<file path="src/inc/ext_mem_params.svh">
// Constants for the external memory interface: offsets, fields, reset values, address map.
`ifndef EXT_MEM_PARAMS_SVH
`define EXT_MEM_PARAMS_SVH

// =====================================================================
// APB register offsets (byte addresses).
`define EMI_OFF_PINOPT   12'h000
`define EMI_OFF_WAIT     12'h004
`define EMI_OFF_STATUS   12'h008

// =====================================================================
// Pin option register fields.
`define EMI_PO_ROM_DLY   0
`define EMI_PO_RAM_DLY   1
`define EMI_PO_IO_DLY    2
`define EMI_PO_RW_ADV    3
`define EMI_PO_WD_DLY    10
`define EMI_PO_WIDTH     11
`define EMI_PO_RESET     11'h000

// =====================================================================
// Wait-state register: four 4-bit fields, segment index times four.
`define EMI_WS_FIELD_W   4
`define EMI_WAIT_RESET   16'hffff
`define EMI_WS_READY_MIN 4'h4

// =====================================================================
// Status register fields.
`define EMI_ST_BOOT      0
`define EMI_ST_BUSY      1

// =====================================================================
// Y-space map on address bits [15:14]; X space always maps to the ROM segment.
`define EMI_MAP_ROM      2'h0
`define EMI_MAP_IO       2'h1
`define EMI_MAP_RAMLO    2'h2
`define EMI_MAP_RAMHI    2'h3

// Edges after reset release that the boot synchroniser needs before it holds a pin sample.
`define EMI_BOOT_SETTLE  2'h2

// Extra edges after an access so the data synchroniser delivers the last access sample.
`define EMI_SYNC_TAIL    4'h1

`endif

</file>
<file path="src/inc/ext_mem_pkg.sv">
// Types for the external memory interface.
`default_nettype none
package ext_mem_pkg;

   typedef enum logic [1:0] {ST_IDLE, ST_LEAD, ST_ACCESS, ST_TAIL} accState_t;

   typedef enum logic [1:0] {SEG_ROM, SEG_RAMHI, SEG_RAMLO, SEG_IO} seg_t;

   typedef struct packed {
      accState_t   state;
      seg_t        seg;
      logic [3:0]  cnt;
      logic [3:0]  ws;
      logic        accWrite;
      logic [15:0] addr;
      logic [15:0] wdata;
      logic [15:0] rdata;
      logic        done;
      logic [10:0] pinOpt;
      logic [15:0] waitReg;
      logic [31:0] prdata;
      logic        pslverr;
      logic        readySync1;
      logic        readySync2;
      logic        bootSync1;
      logic        bootSync2;
      logic [1:0]  bootCnt;
      logic        boot;
      logic [15:0] dataSync1;
      logic [15:0] dataSync2;
   } emiState_t;

endpackage
`default_nettype wire

</file>
<file path="src/hdl/external_memory_interface.sv">
// External memory interface: segment decode, wait states, ready stretch, APB registers.
//
// The implementer's own choices: the address map and the APB slave port.
`timescale 1ns/1ps
`default_nettype none
`include "ext_mem_params.svh"
// What this block does
// - Serves X and Y reads and writes.
// - Four segments, each with wait field.
// - Address holds last external access value.
// - Bidirectional data; write drive delay option.
// - Boot pin caught at reset release.
// - Read-not-write output; advance option.
// - ROM select for X or Y; delay option.
// - Upper RAM select on Y only; delay.
// - Lower RAM select on Y only; delay.
// - I/O select on data space; delay.
// - Combined RAM select for either RAM.
// - Ready input stretches beyond the programmed wait states.
// - Ready input synchronised before use.
// - Stretch by cycles ready stays asserted.
// - Ready ignored unless wait field four+.
// - Pin option register cleared by reset.
module external_memory_interface (
   // Clock and reset.
   input  wire logic        mclk,
   input  wire logic        rst_n,
   // APB slave.
   input  wire logic        psel,
   input  wire logic        penable,
   input  wire logic        pwrite,
   input  wire logic [11:0] paddr,
   input  wire logic [31:0] pwdata,
   output logic [31:0]      prdata,
   output logic             pready,
   output logic             pslverr,
   // Core access port.
   input  wire logic        coreReq,
   input  wire logic        coreSpaceY,
   input  wire logic        coreWrite,
   input  wire logic [15:0] coreAddr,
   input  wire logic [15:0] coreWdata,
   output logic             coreReady,
   output logic             coreDone,
   output logic [15:0]      coreRdata,
   output logic             bootFromExtRom,
   // External memory pins.
   output logic [15:0]      ext_addr_out,
   input  wire logic [15:0] extDataIn,
   output logic [15:0]      extDataOut,
   output logic             extDataOe,
   output logic             read_not_write,
   output logic             ext_rom_select_n,
   output logic             upper_ram_select_n,
   output logic             lower_ram_select_n,
   output logic             periphSelect_n,
   output logic             any_ram_select_n,
   input  wire logic        readyIn_n,
   input  wire logic        boot_source_select
);

   ext_mem_pkg::emiState_t r;
   ext_mem_pkg::emiState_t next_r;

   logic readyAct;
   logic inLead;
   logic inAccess;
   logic selDelay;
   logic selOn;

   // =====================================================================
   // Decode helpers.

   // Fixed map: X goes to ROM, Y splits on the top two address bits.
   function automatic ext_mem_pkg::seg_t decodeSeg(input logic spaceY, input logic [15:0] a);
      ext_mem_pkg::seg_t s;
      s = ext_mem_pkg::SEG_ROM;
      if (spaceY) begin
         case (a[15:14])
            `EMI_MAP_IO:    s = ext_mem_pkg::SEG_IO;
            `EMI_MAP_RAMLO: s = ext_mem_pkg::SEG_RAMLO;
            `EMI_MAP_RAMHI: s = ext_mem_pkg::SEG_RAMHI;
            default:        s = ext_mem_pkg::SEG_ROM;
         endcase
      end
      return s;
   endfunction

   // Picks the wait field of a segment.
   function automatic logic [3:0] waitOf(input logic [15:0] w, input ext_mem_pkg::seg_t s);
      return w[{s, 2'b00} +: `EMI_WS_FIELD_W];
   endfunction

   // =====================================================================
   // Next-state logic.
   always_comb begin
      next_r = r;
      next_r.done = 1'b0;
      // Pin synchronisers: first stage feeds only the second.
      next_r.readySync1 = readyIn_n;
      next_r.readySync2 = r.readySync1;
      next_r.bootSync1  = boot_source_select;
      next_r.bootSync2  = r.bootSync1;
      next_r.dataSync1  = extDataIn;
      next_r.dataSync2  = r.dataSync1;
      // Boot pin is caught once the synchroniser holds post-release samples; reset
      // cleared both stages, so the first edges after release carry no pin value.
      if (r.bootCnt != `EMI_BOOT_SETTLE + 2'h1) begin
         next_r.bootCnt = r.bootCnt + 2'h1;
         if (r.bootCnt == `EMI_BOOT_SETTLE) begin
            next_r.boot = r.bootSync2;
         end
      end
      // Access sequencer.
      case (r.state)
         ext_mem_pkg::ST_IDLE: begin
            if (coreReq) begin
               next_r.state    = ext_mem_pkg::ST_LEAD;
               next_r.seg      = decodeSeg(coreSpaceY, coreAddr);
               next_r.ws       = waitOf(r.waitReg, decodeSeg(coreSpaceY, coreAddr));
               next_r.addr     = coreAddr;
               next_r.wdata    = coreWdata;
               next_r.accWrite = coreWrite;
            end
         end
         ext_mem_pkg::ST_LEAD: begin
            next_r.state = ext_mem_pkg::ST_ACCESS;
            next_r.cnt   = r.ws;
         end
         ext_mem_pkg::ST_ACCESS: begin
            if (r.cnt != 4'h0) begin
               next_r.cnt = r.cnt - 4'h1;
            end else if (!(readyAct && r.ws >= `EMI_WS_READY_MIN)) begin
               next_r.state = ext_mem_pkg::ST_TAIL;
               next_r.cnt   = `EMI_SYNC_TAIL;
            end
         end
         // The pins seen at the last access edge need two more edges through the
         // synchroniser; without this tail a short read would return idle-bus noise.
         ext_mem_pkg::ST_TAIL: begin
            if (r.cnt != 4'h0) begin
               next_r.cnt = r.cnt - 4'h1;
            end else begin
               next_r.state = ext_mem_pkg::ST_IDLE;
               next_r.done  = 1'b1;
               if (!r.accWrite) begin
                  next_r.rdata = r.dataSync2;
               end
            end
         end
         default: next_r.state = ext_mem_pkg::ST_IDLE;
      endcase
      // APB: read data is staged in the setup cycle so the access phase answers at once.
      if (psel && !penable) begin
         next_r.prdata  = 32'h0000_0000;
         next_r.pslverr = 1'b0;
         case (paddr)
            `EMI_OFF_PINOPT: next_r.prdata[10:0] = r.pinOpt;
            `EMI_OFF_WAIT:   next_r.prdata[15:0] = r.waitReg;
            `EMI_OFF_STATUS: begin
               next_r.prdata[`EMI_ST_BOOT] = r.boot;
               next_r.prdata[`EMI_ST_BUSY] = r.state != ext_mem_pkg::ST_IDLE;
            end
            default: next_r.pslverr = 1'b1;
         endcase
      end
      // Writes land at the access edge; a mid-access wait change only affects later accesses.
      if (psel && penable && pwrite) begin
         if (paddr == `EMI_OFF_PINOPT) begin
            next_r.pinOpt = pwdata[10:0];
         end
         if (paddr == `EMI_OFF_WAIT) begin
            next_r.waitReg = pwdata[15:0];
         end
      end
   end

   // =====================================================================
   // State register.
   always_ff @(posedge mclk or negedge rst_n) begin
      if (!rst_n) begin
         r         <= '0;
         r.state   <= ext_mem_pkg::ST_IDLE;
         r.pinOpt  <= `EMI_PO_RESET;
         r.waitReg <= `EMI_WAIT_RESET;
         r.readySync1 <= 1'b1;
         r.readySync2 <= 1'b1;
      end else begin
         r <= next_r;
      end
   end

   // =====================================================================
   // Pin drive and select timing.
   assign readyAct = !r.readySync2;
   assign inLead   = r.state == ext_mem_pkg::ST_LEAD;
   assign inAccess = r.state == ext_mem_pkg::ST_ACCESS;

   // A set delay bit moves the select's leading edge from the lead cycle to the access cycle.
   always_comb begin
      case (r.seg)
         ext_mem_pkg::SEG_ROM: selDelay = r.pinOpt[`EMI_PO_ROM_DLY];
         ext_mem_pkg::SEG_IO:  selDelay = r.pinOpt[`EMI_PO_IO_DLY];
         default:              selDelay = r.pinOpt[`EMI_PO_RAM_DLY];
      endcase
   end
   assign selOn = inAccess || (inLead && !selDelay);

   assign ext_rom_select_n   = !(selOn && r.seg == ext_mem_pkg::SEG_ROM);
   assign upper_ram_select_n = !(selOn && r.seg == ext_mem_pkg::SEG_RAMHI);
   assign lower_ram_select_n = !(selOn && r.seg == ext_mem_pkg::SEG_RAMLO);
   assign periphSelect_n     = !(selOn && r.seg == ext_mem_pkg::SEG_IO);
   assign any_ram_select_n   = upper_ram_select_n && lower_ram_select_n;

   // Advance shows the direction one cycle earlier, in the lead cycle.
   assign read_not_write = !(r.accWrite &&
                             (inAccess || (inLead && r.pinOpt[`EMI_PO_RW_ADV])));
   assign extDataOut     = r.wdata;
   assign extDataOe      = r.accWrite &&
                           (inAccess || (inLead && !r.pinOpt[`EMI_PO_WD_DLY]));
   assign ext_addr_out   = r.addr;

   assign coreReady      = r.state == ext_mem_pkg::ST_IDLE;
   assign coreDone       = r.done;
   assign coreRdata      = r.rdata;
   assign bootFromExtRom = r.boot;
   assign prdata         = r.prdata;
   assign pready         = 1'b1;
   assign pslverr        = r.pslverr && psel && penable;
endmodule
`default_nettype wire

</file>
<file path="config.mk">
export PLATFORM = sky130hd
export DESIGN_NAME = external_memory_interface
export DESIGN_NICKNAME = d
export VERILOG_FILES = /design/src/inc/ext_mem_pkg.sv /design/src/hdl/external_memory_interface.sv
export VERILOG_INCLUDE_DIRS = /design/src /design/src/inc
export SDC_FILE = /design/constraint.sdc
export NUM_CORES = 1
export LEC_CHECK = 0
export BUFFER_PORTS_ARGS = -buffer_cell sky130_fd_sc_hd__buf_2
export CORE_MARGIN = 1.5
export CORE_UTILIZATION = 55
export CTS_BUF_LIST = sky130_fd_sc_hd__clkbuf_8 sky130_fd_sc_hd__clkbuf_16
export DETAILED_ROUTE_END_ITERATION = 16
export PLACE_DENSITY = 0.85
export SYNTH_ARGS = -nofsm -noshare
export SYNTH_HDL_FRONTEND = slang
export SYNTH_SLANG_ARGS = --single-unit
export TNS_END_PERCENT = 20
</file>
<file path="constraint.sdc">
create_clock -name mclk -period 4.3 [get_ports mclk]
set_input_delay 0.43 -clock mclk [delete_from_list [all_inputs] [get_ports mclk]]
set_output_delay 0.43 -clock mclk [all_outputs]
set_load 0.02 [all_outputs]
</file>
### Word-level counts from Yosys, hierarchy flattened

Index checks and enable logic that the tools add are counted.

* add/sub/neg operators: 2
* $lt $le $gt $ge: 1
* equality and inequality tests: 19
* shift operators: 1
* muxes and demuxes: 20
* bitwise gates (word level): 2
* reductions and logical operators: 42

Operators by type and width (number)
* one-hot mux 9 bit (2 select lines): 1
* logical AND 1 bit: 16
* 2-to-1 mux 4 bit: 4
* variable part select 16 x 5 -> 4 bit: 1
* == test 2 bit (second input constant): 7
* == test 12 x 3 -> 1 bit (second input constant): 1
* == test 12 x 4 -> 1 bit (second input constant): 1
* zero test 12 bit: 1
* 2-to-1 mux 2 bit: 6
* != test 2 bit (second input constant): 6
* one-hot mux 2 bit (3 select lines): 2
* one-hot mux 4 bit (3 select lines): 1
* zero test 1 bit: 9
* one-hot mux 2 bit (4 select lines): 1
* AND reduction 2 bit: 4
* == test 2 x 1 -> 1 bit (second input constant): 3
* AND reduction 3 bit: 2
* 2-to-1 mux 5 bit: 1
* greater-or-equal comparator 4 x 3 -> 1 bit (second input constant): 1
* zero test 2 bit: 2
* AND reduction 4 bit: 1
* nonzero test 4 bit: 1
* subtractor 4 x 1 -> 4 bit (second input constant): 1
* logical OR 1 bit: 3
* other kinds (8): 11

* flip-flop bits (word level): 145
* bits of input ports: 102
* output and inout bits: 92
* logic and storage cells: 108

### Logic depth before layout (Yosys ltp)

* depth after elaboration: 8
* mapped depth: 8
* mapped depth without buffers: 6

### Least setup slack after synthesis

No wires, ideal clock.

* path kind: input -> register
* start point: input port paddr[5]
* end point: register r[72] in the netlist's numbering
* setup time: 0.082 ns
* data arrival time: 2.387 ns
* data required time: 4.218 ns
* setup slack: 1.831 ns
* stages on the path: 6
* buffers on the path: 2
* path through: or4_4 or3_4 or4_4 buf_6 buf_12 mux2_4

* longest elaborated chain between the ends: 2

RTL lines
* start: declaration: line external_memory_interface.sv:32 `input wire logic [11:0] paddr,`
* == test 12 x 3 -> 1 bit
* AND reduction 2 bit (no source line)
* end signal: assignment: line external_memory_interface.sv:189 `r <= next_r;`
* end: declaration: line external_memory_interface.sv:62 `ext_mem_pkg::emiState_t r;`

Every way passes these cells.
A chain may end at the register's enable or synchronous reset.

### Worst setup path after layout

* start point: register r[158] in the netlist's numbering
* end point: output port any_ram_select_n

* longest elaborated chain between the ends: 8
* elaborated cells between the ends (all ways): 13
* classes of those cells: 3 x eq/ne; 1 x mux; 9 x reduce/logical

RTL lines
* == test 2 bit or zero test 2 bit (tied branches): line external_memory_interface.sv:201 `case (r.seg)`
* one-hot mux 1 bit (2 select lines): line external_memory_interface.sv:201
* zero test 1 bit: line external_memory_interface.sv:207 `assign selOn = inAccess || (inLead && !selDelay);`
* logical AND 1 bit: line external_memory_interface.sv:207
* logical OR 1 bit: line external_memory_interface.sv:207
* logical AND 1 bit, on equally long branches: line external_memory_interface.sv:210, external_memory_interface.sv:211
* zero test 1 bit, on equally long branches: line external_memory_interface.sv:210, external_memory_interface.sv:211
* logical AND 1 bit (*): line external_memory_interface.sv:213 `assign any_ram_select_n = upper_ram_select_n && lower_ram_select_n;`
* end: declaration: line external_memory_interface.sv:57 `output logic any_ram_select_n,`

Mark *: on every way between the ends. The rest lies on a longest branch, timed or not.

==> results.txt <==
----------------------------------------------------
[Worst setup path]
  First element of the critical path ... r[158]
  Stages on worst setup path ... 7
  Top fanout value on the critical path ... 5
  Reg-to-Reg End ... coreRdata[2]
  Startpoint Class ... flip-flop
  Worst-path cell chain ... inv_1 -> ha_1 -> a22oi_1 -> o211ai_1 -> nand2b_1 -> o21ai_0 -> buf_2
  Data arrival time of the worst path ... 1920 ps
  Reg-to-reg slack, setup ... 2030 ps
  Nature of the critical path endpoint ... primary output
  Delay of the slowest cell on the worst path ... between 400 and 500 ps
  Buffers and inverters on the worst path ... 2
  Critical path data required time ... 3870 ps
  Type of the worst setup path ... flip-flop to primary output
  Family with the most delay on the worst path ... compound AO/OA/AOI/OAI gates
  Critical path destination ... any_ram_select_n
  Worst-case reg-to-reg path depth ... 7
  Reg2Reg Launch Point ... r[153]
  Master of the slowest instance on the critical path ... dfrtp_1

[Timing]
  Setup-violating endpoint count in the final report ... 0
  Max-slew violation total from the final report ... 0
  Worst Setup Slack, final ... around 2000 ps
  Relative slew slack ... 35.8%
  Setup TNS ... 0 ps
  Post-route fraction of the period consumed by the critical path ... 54.6%
  Number of hold violations in the final report ... 0
  Maximum operating frequency ... 0.426 GHz
  Transition time of the tightest slew-check pin ... 959 ps
  Unrepaired setup endpoints after global routing ... false
  Minimum clock period ... 2350 ps
  Setup skew after layout ... 9.12 ps

[Route]
  Antenna-violating nets left ... 0
  Via count ... 3788
  Average via count per standard cell ... around 5.1
  Total DRC errors in the routed layout ... 0
  DR iter-0 viols ... 226
  Final wirelength ... roughly 12 mm
  Per-cell routed wire length ... about 16 um
  Drt pass-1 iters ... 6

[Synthesis]
  XOR/XNOR share of the synthesized area ... 0.138%
  Area leader, netlist ... dfrtp_1
  Multiplexer share of the synthesized area ... 17.7%
  YS warnings ... 0
  Synthesized instance count ... roughly 480
  Post-synth top area share ... 50.1%
  Combinational family with the most area after synthesis ... multiplexers
  Synthesized area per cell ... 13.2 um2
  Synth unique cells ... 47
  Share of synthesized flip-flops with an asynchronous set or reset ... between 90% and 100%
  Arithmetic-cell share of the synthesized area counting full adders, half adders and majority gates ... between 2 and 3%
  Area share of and/or/nand/nor cells after synthesis ... roughly 4.7%
  Top cells by area, synth ... dfrtp_1 50%, mux2_2 12%, buf_4 9.7%
  Area of the mapped netlist ... roughly 6300 um2
  Total of flip-flops plus latches after synthesis ... 145
  Fraction of the mapped netlist area in compound gates ... under 10%
  Sequential element share of the synthesized area ... 57.5%
  Main synth FF type ... dfrtp_1
  Number of flops mapped to enable cells by yosys ... 0

[Place]
  Total half-perimeter wirelength after legalization and detailed placement ... slightly above 8 mm
  Cell area reported after detailed placement ... 6730 um2
  Port Buffer Count ... 160
  Placed Instances ... 705
  Routability congestion estimate ... ~0.80
  Setup slack at placement ... 1740 ps

[Finish]
  Layout net count ... between 600 and 700
  Fill cell instance count of the final layout ... 838
  Share of post-route cells with drive strength above 1 ... about half
  Area added between synthesis and finish ... 15.7%
  Final standard cell utilization of the core ... 64.9%
  Final non-filler cell total ... 737
  Post-route design area ... 7340 um2
  Number of antenna diodes ... 0

[Floorplan]
  Die Ht ... 110 um
  Num ports ... 194
  Site Rows ... 39
  Core Area ... about 11000 um2
  Initial Util ... 56.1%
  Area of the die ... 12200 um2
  Width of the die ... 110 um

[Worst hold path]
  Hold Crit Class ... input port to asynchronous set/reset pin

[Clock network]
  Clock Path Buffers ... 2
  Setup repair bufs after CTS ... 0
  CTS clk-pin slew, worst paths ... about 60 ps
  Hold-fix buffer count after cts ... 0
  Post_cts resized ... 0
  Clock sink count ... 145
  Clock latency reported for the late side of the worst-skew pair ... 420 ps
  Clock root buffer master ... clkbuf_16
  Deepest level of the CTS H-tree ... 4
  Clock tree from TritonCTS ... yes
  Number of CTS-inserted buffers ... 17

[Run status]
  Status ... finished clean

[Global routing]
  GRT Resource Usage Total ... between 20% and 30%
  Maximum number of pins on one net before global-route repair ... between 100 and 150
  Final global-route overflow total ... 0
  Antenna violations before repair ... 0
  Via count of the first global-routing pass ... 4028
  Wire length of the first global-routing pass ... ~20 mm

[Run]
  Max Cap Violations ... 0

[Pwr]
  Leak Pwr ... 3.70 nW
  Power Dens Cells ... 650 nW/um2
  Worst IR drop on VDD ... 456 uV

----------------------------------------------------
power by group:
part	leakage, nW	internal (mW)	switching [mW]
clock	0.291	0.941	0.558
combinational	1.65	0.600	0.838
sequential	1.76	1.67	0.166
per-layer routing:
layer  global-route usage [%]  share of wire, %
met1                     25.4                42
met2                     33.0                49
met3                     5.87               4.9
met4                     11.5               3.6
met5                        0                 0
final cells by class:
type                       count  area [um2]  share of cell area, %
clock inverter                13         161                   2.20
multi-input combinational    242        2030                   27.6
clock buffer                  19         453                   6.17
timing repair buffer         163         830                   11.3
tap                          143         179                   2.44
inverter                      12        45.0                  0.613
sequential                   145        3650                   49.7
registers in the layout (all words and copies together) (netlist names):
register,flops
ext_addr_out,16
coreDone,1
r,61
bootFromExtRom,1
prdata,16
coreRdata,16
next_r,18
extDataOut,16
Yosys cell counts (2+ instances only):
cell,number
mux2_4,10
clkbuf_1,8
buf_1,2
inv_1,12
mux2_2,68
mux2i_1,21
or4_4,2
a22oi_1,2
conb_1,2
o21ai_0,19
nand2_1,28
nor2_1,9
dfrtp_1,127
a22o_1,10
o31ai_1,2
dfstp_2,18
nand2b_1,5
a21oi_1,7
a21o_1,2
nor2b_1,3
ha_1,15
buf_4,82
logic make-up (layout without fill, tap and decap cells):
family	Yosys count	in the layout
DFF	145	145
buffers and inverters	107	207
muxes	99	99
and+or+nand+nor	59	59
AOI/OAI and AO/OA	51	51
adders and majority gates	15	15
other	2	17
xor gates and xnor gates	1	1
worst min path at each step:
stage,to,slack [ps],cells after the start
floorplan,bootFromExtRom,130,0
global placement,r[2],330,0
detailed placement,r[0],340,0
CTS,next_r[37],100,1
global route,next_r[37],100,1
finish,prdata[13],110,1
cell usage in the layout (no fill, tap or decap), types with 3 or more instances in the layout:
cell	n
ha_1	15
buf_4	3
nor2_1	9
mux2_2	68
mux2i_1	21
o21ai_0	19
dfstp_2	18
nand2b_1	5
bufinv_16	3
clkinv_2	3
a22o_1	10
clkinv_4	3
a21oi_1	7
clkinvlp_4	4
conb_1	17
dfrtp_1	127
buf_2	159
clkbuf_16	17
nand2_1	27
nor2b_1	3
inv_1	12
mux2_4	10
worst reg2reg max path: cells and delay by family (launching register included):
| family | cells | cell delay [ps] |
|---|---|---|
| multiplexers | 1 | 370 |
| buffers and inverters | 2 | 370 |
| flip-flops | 1 | 390 |
| AND/OR/NAND/NOR | 3 | 850 |
| adder cells (fa/ha/maj) | 1 | 150 |
stage by stage:
step | total power, mW | hold WS, ps
after floorplan | 3.13 | 134
after global placement | 3.22 | 332
after detailed placement | 3.29 | 336
after CTS | 4.82 | 97.5
after global routing | 5.02 | 95.3
final | 4.78 | 114
Power figures use the tool's default switching activity.
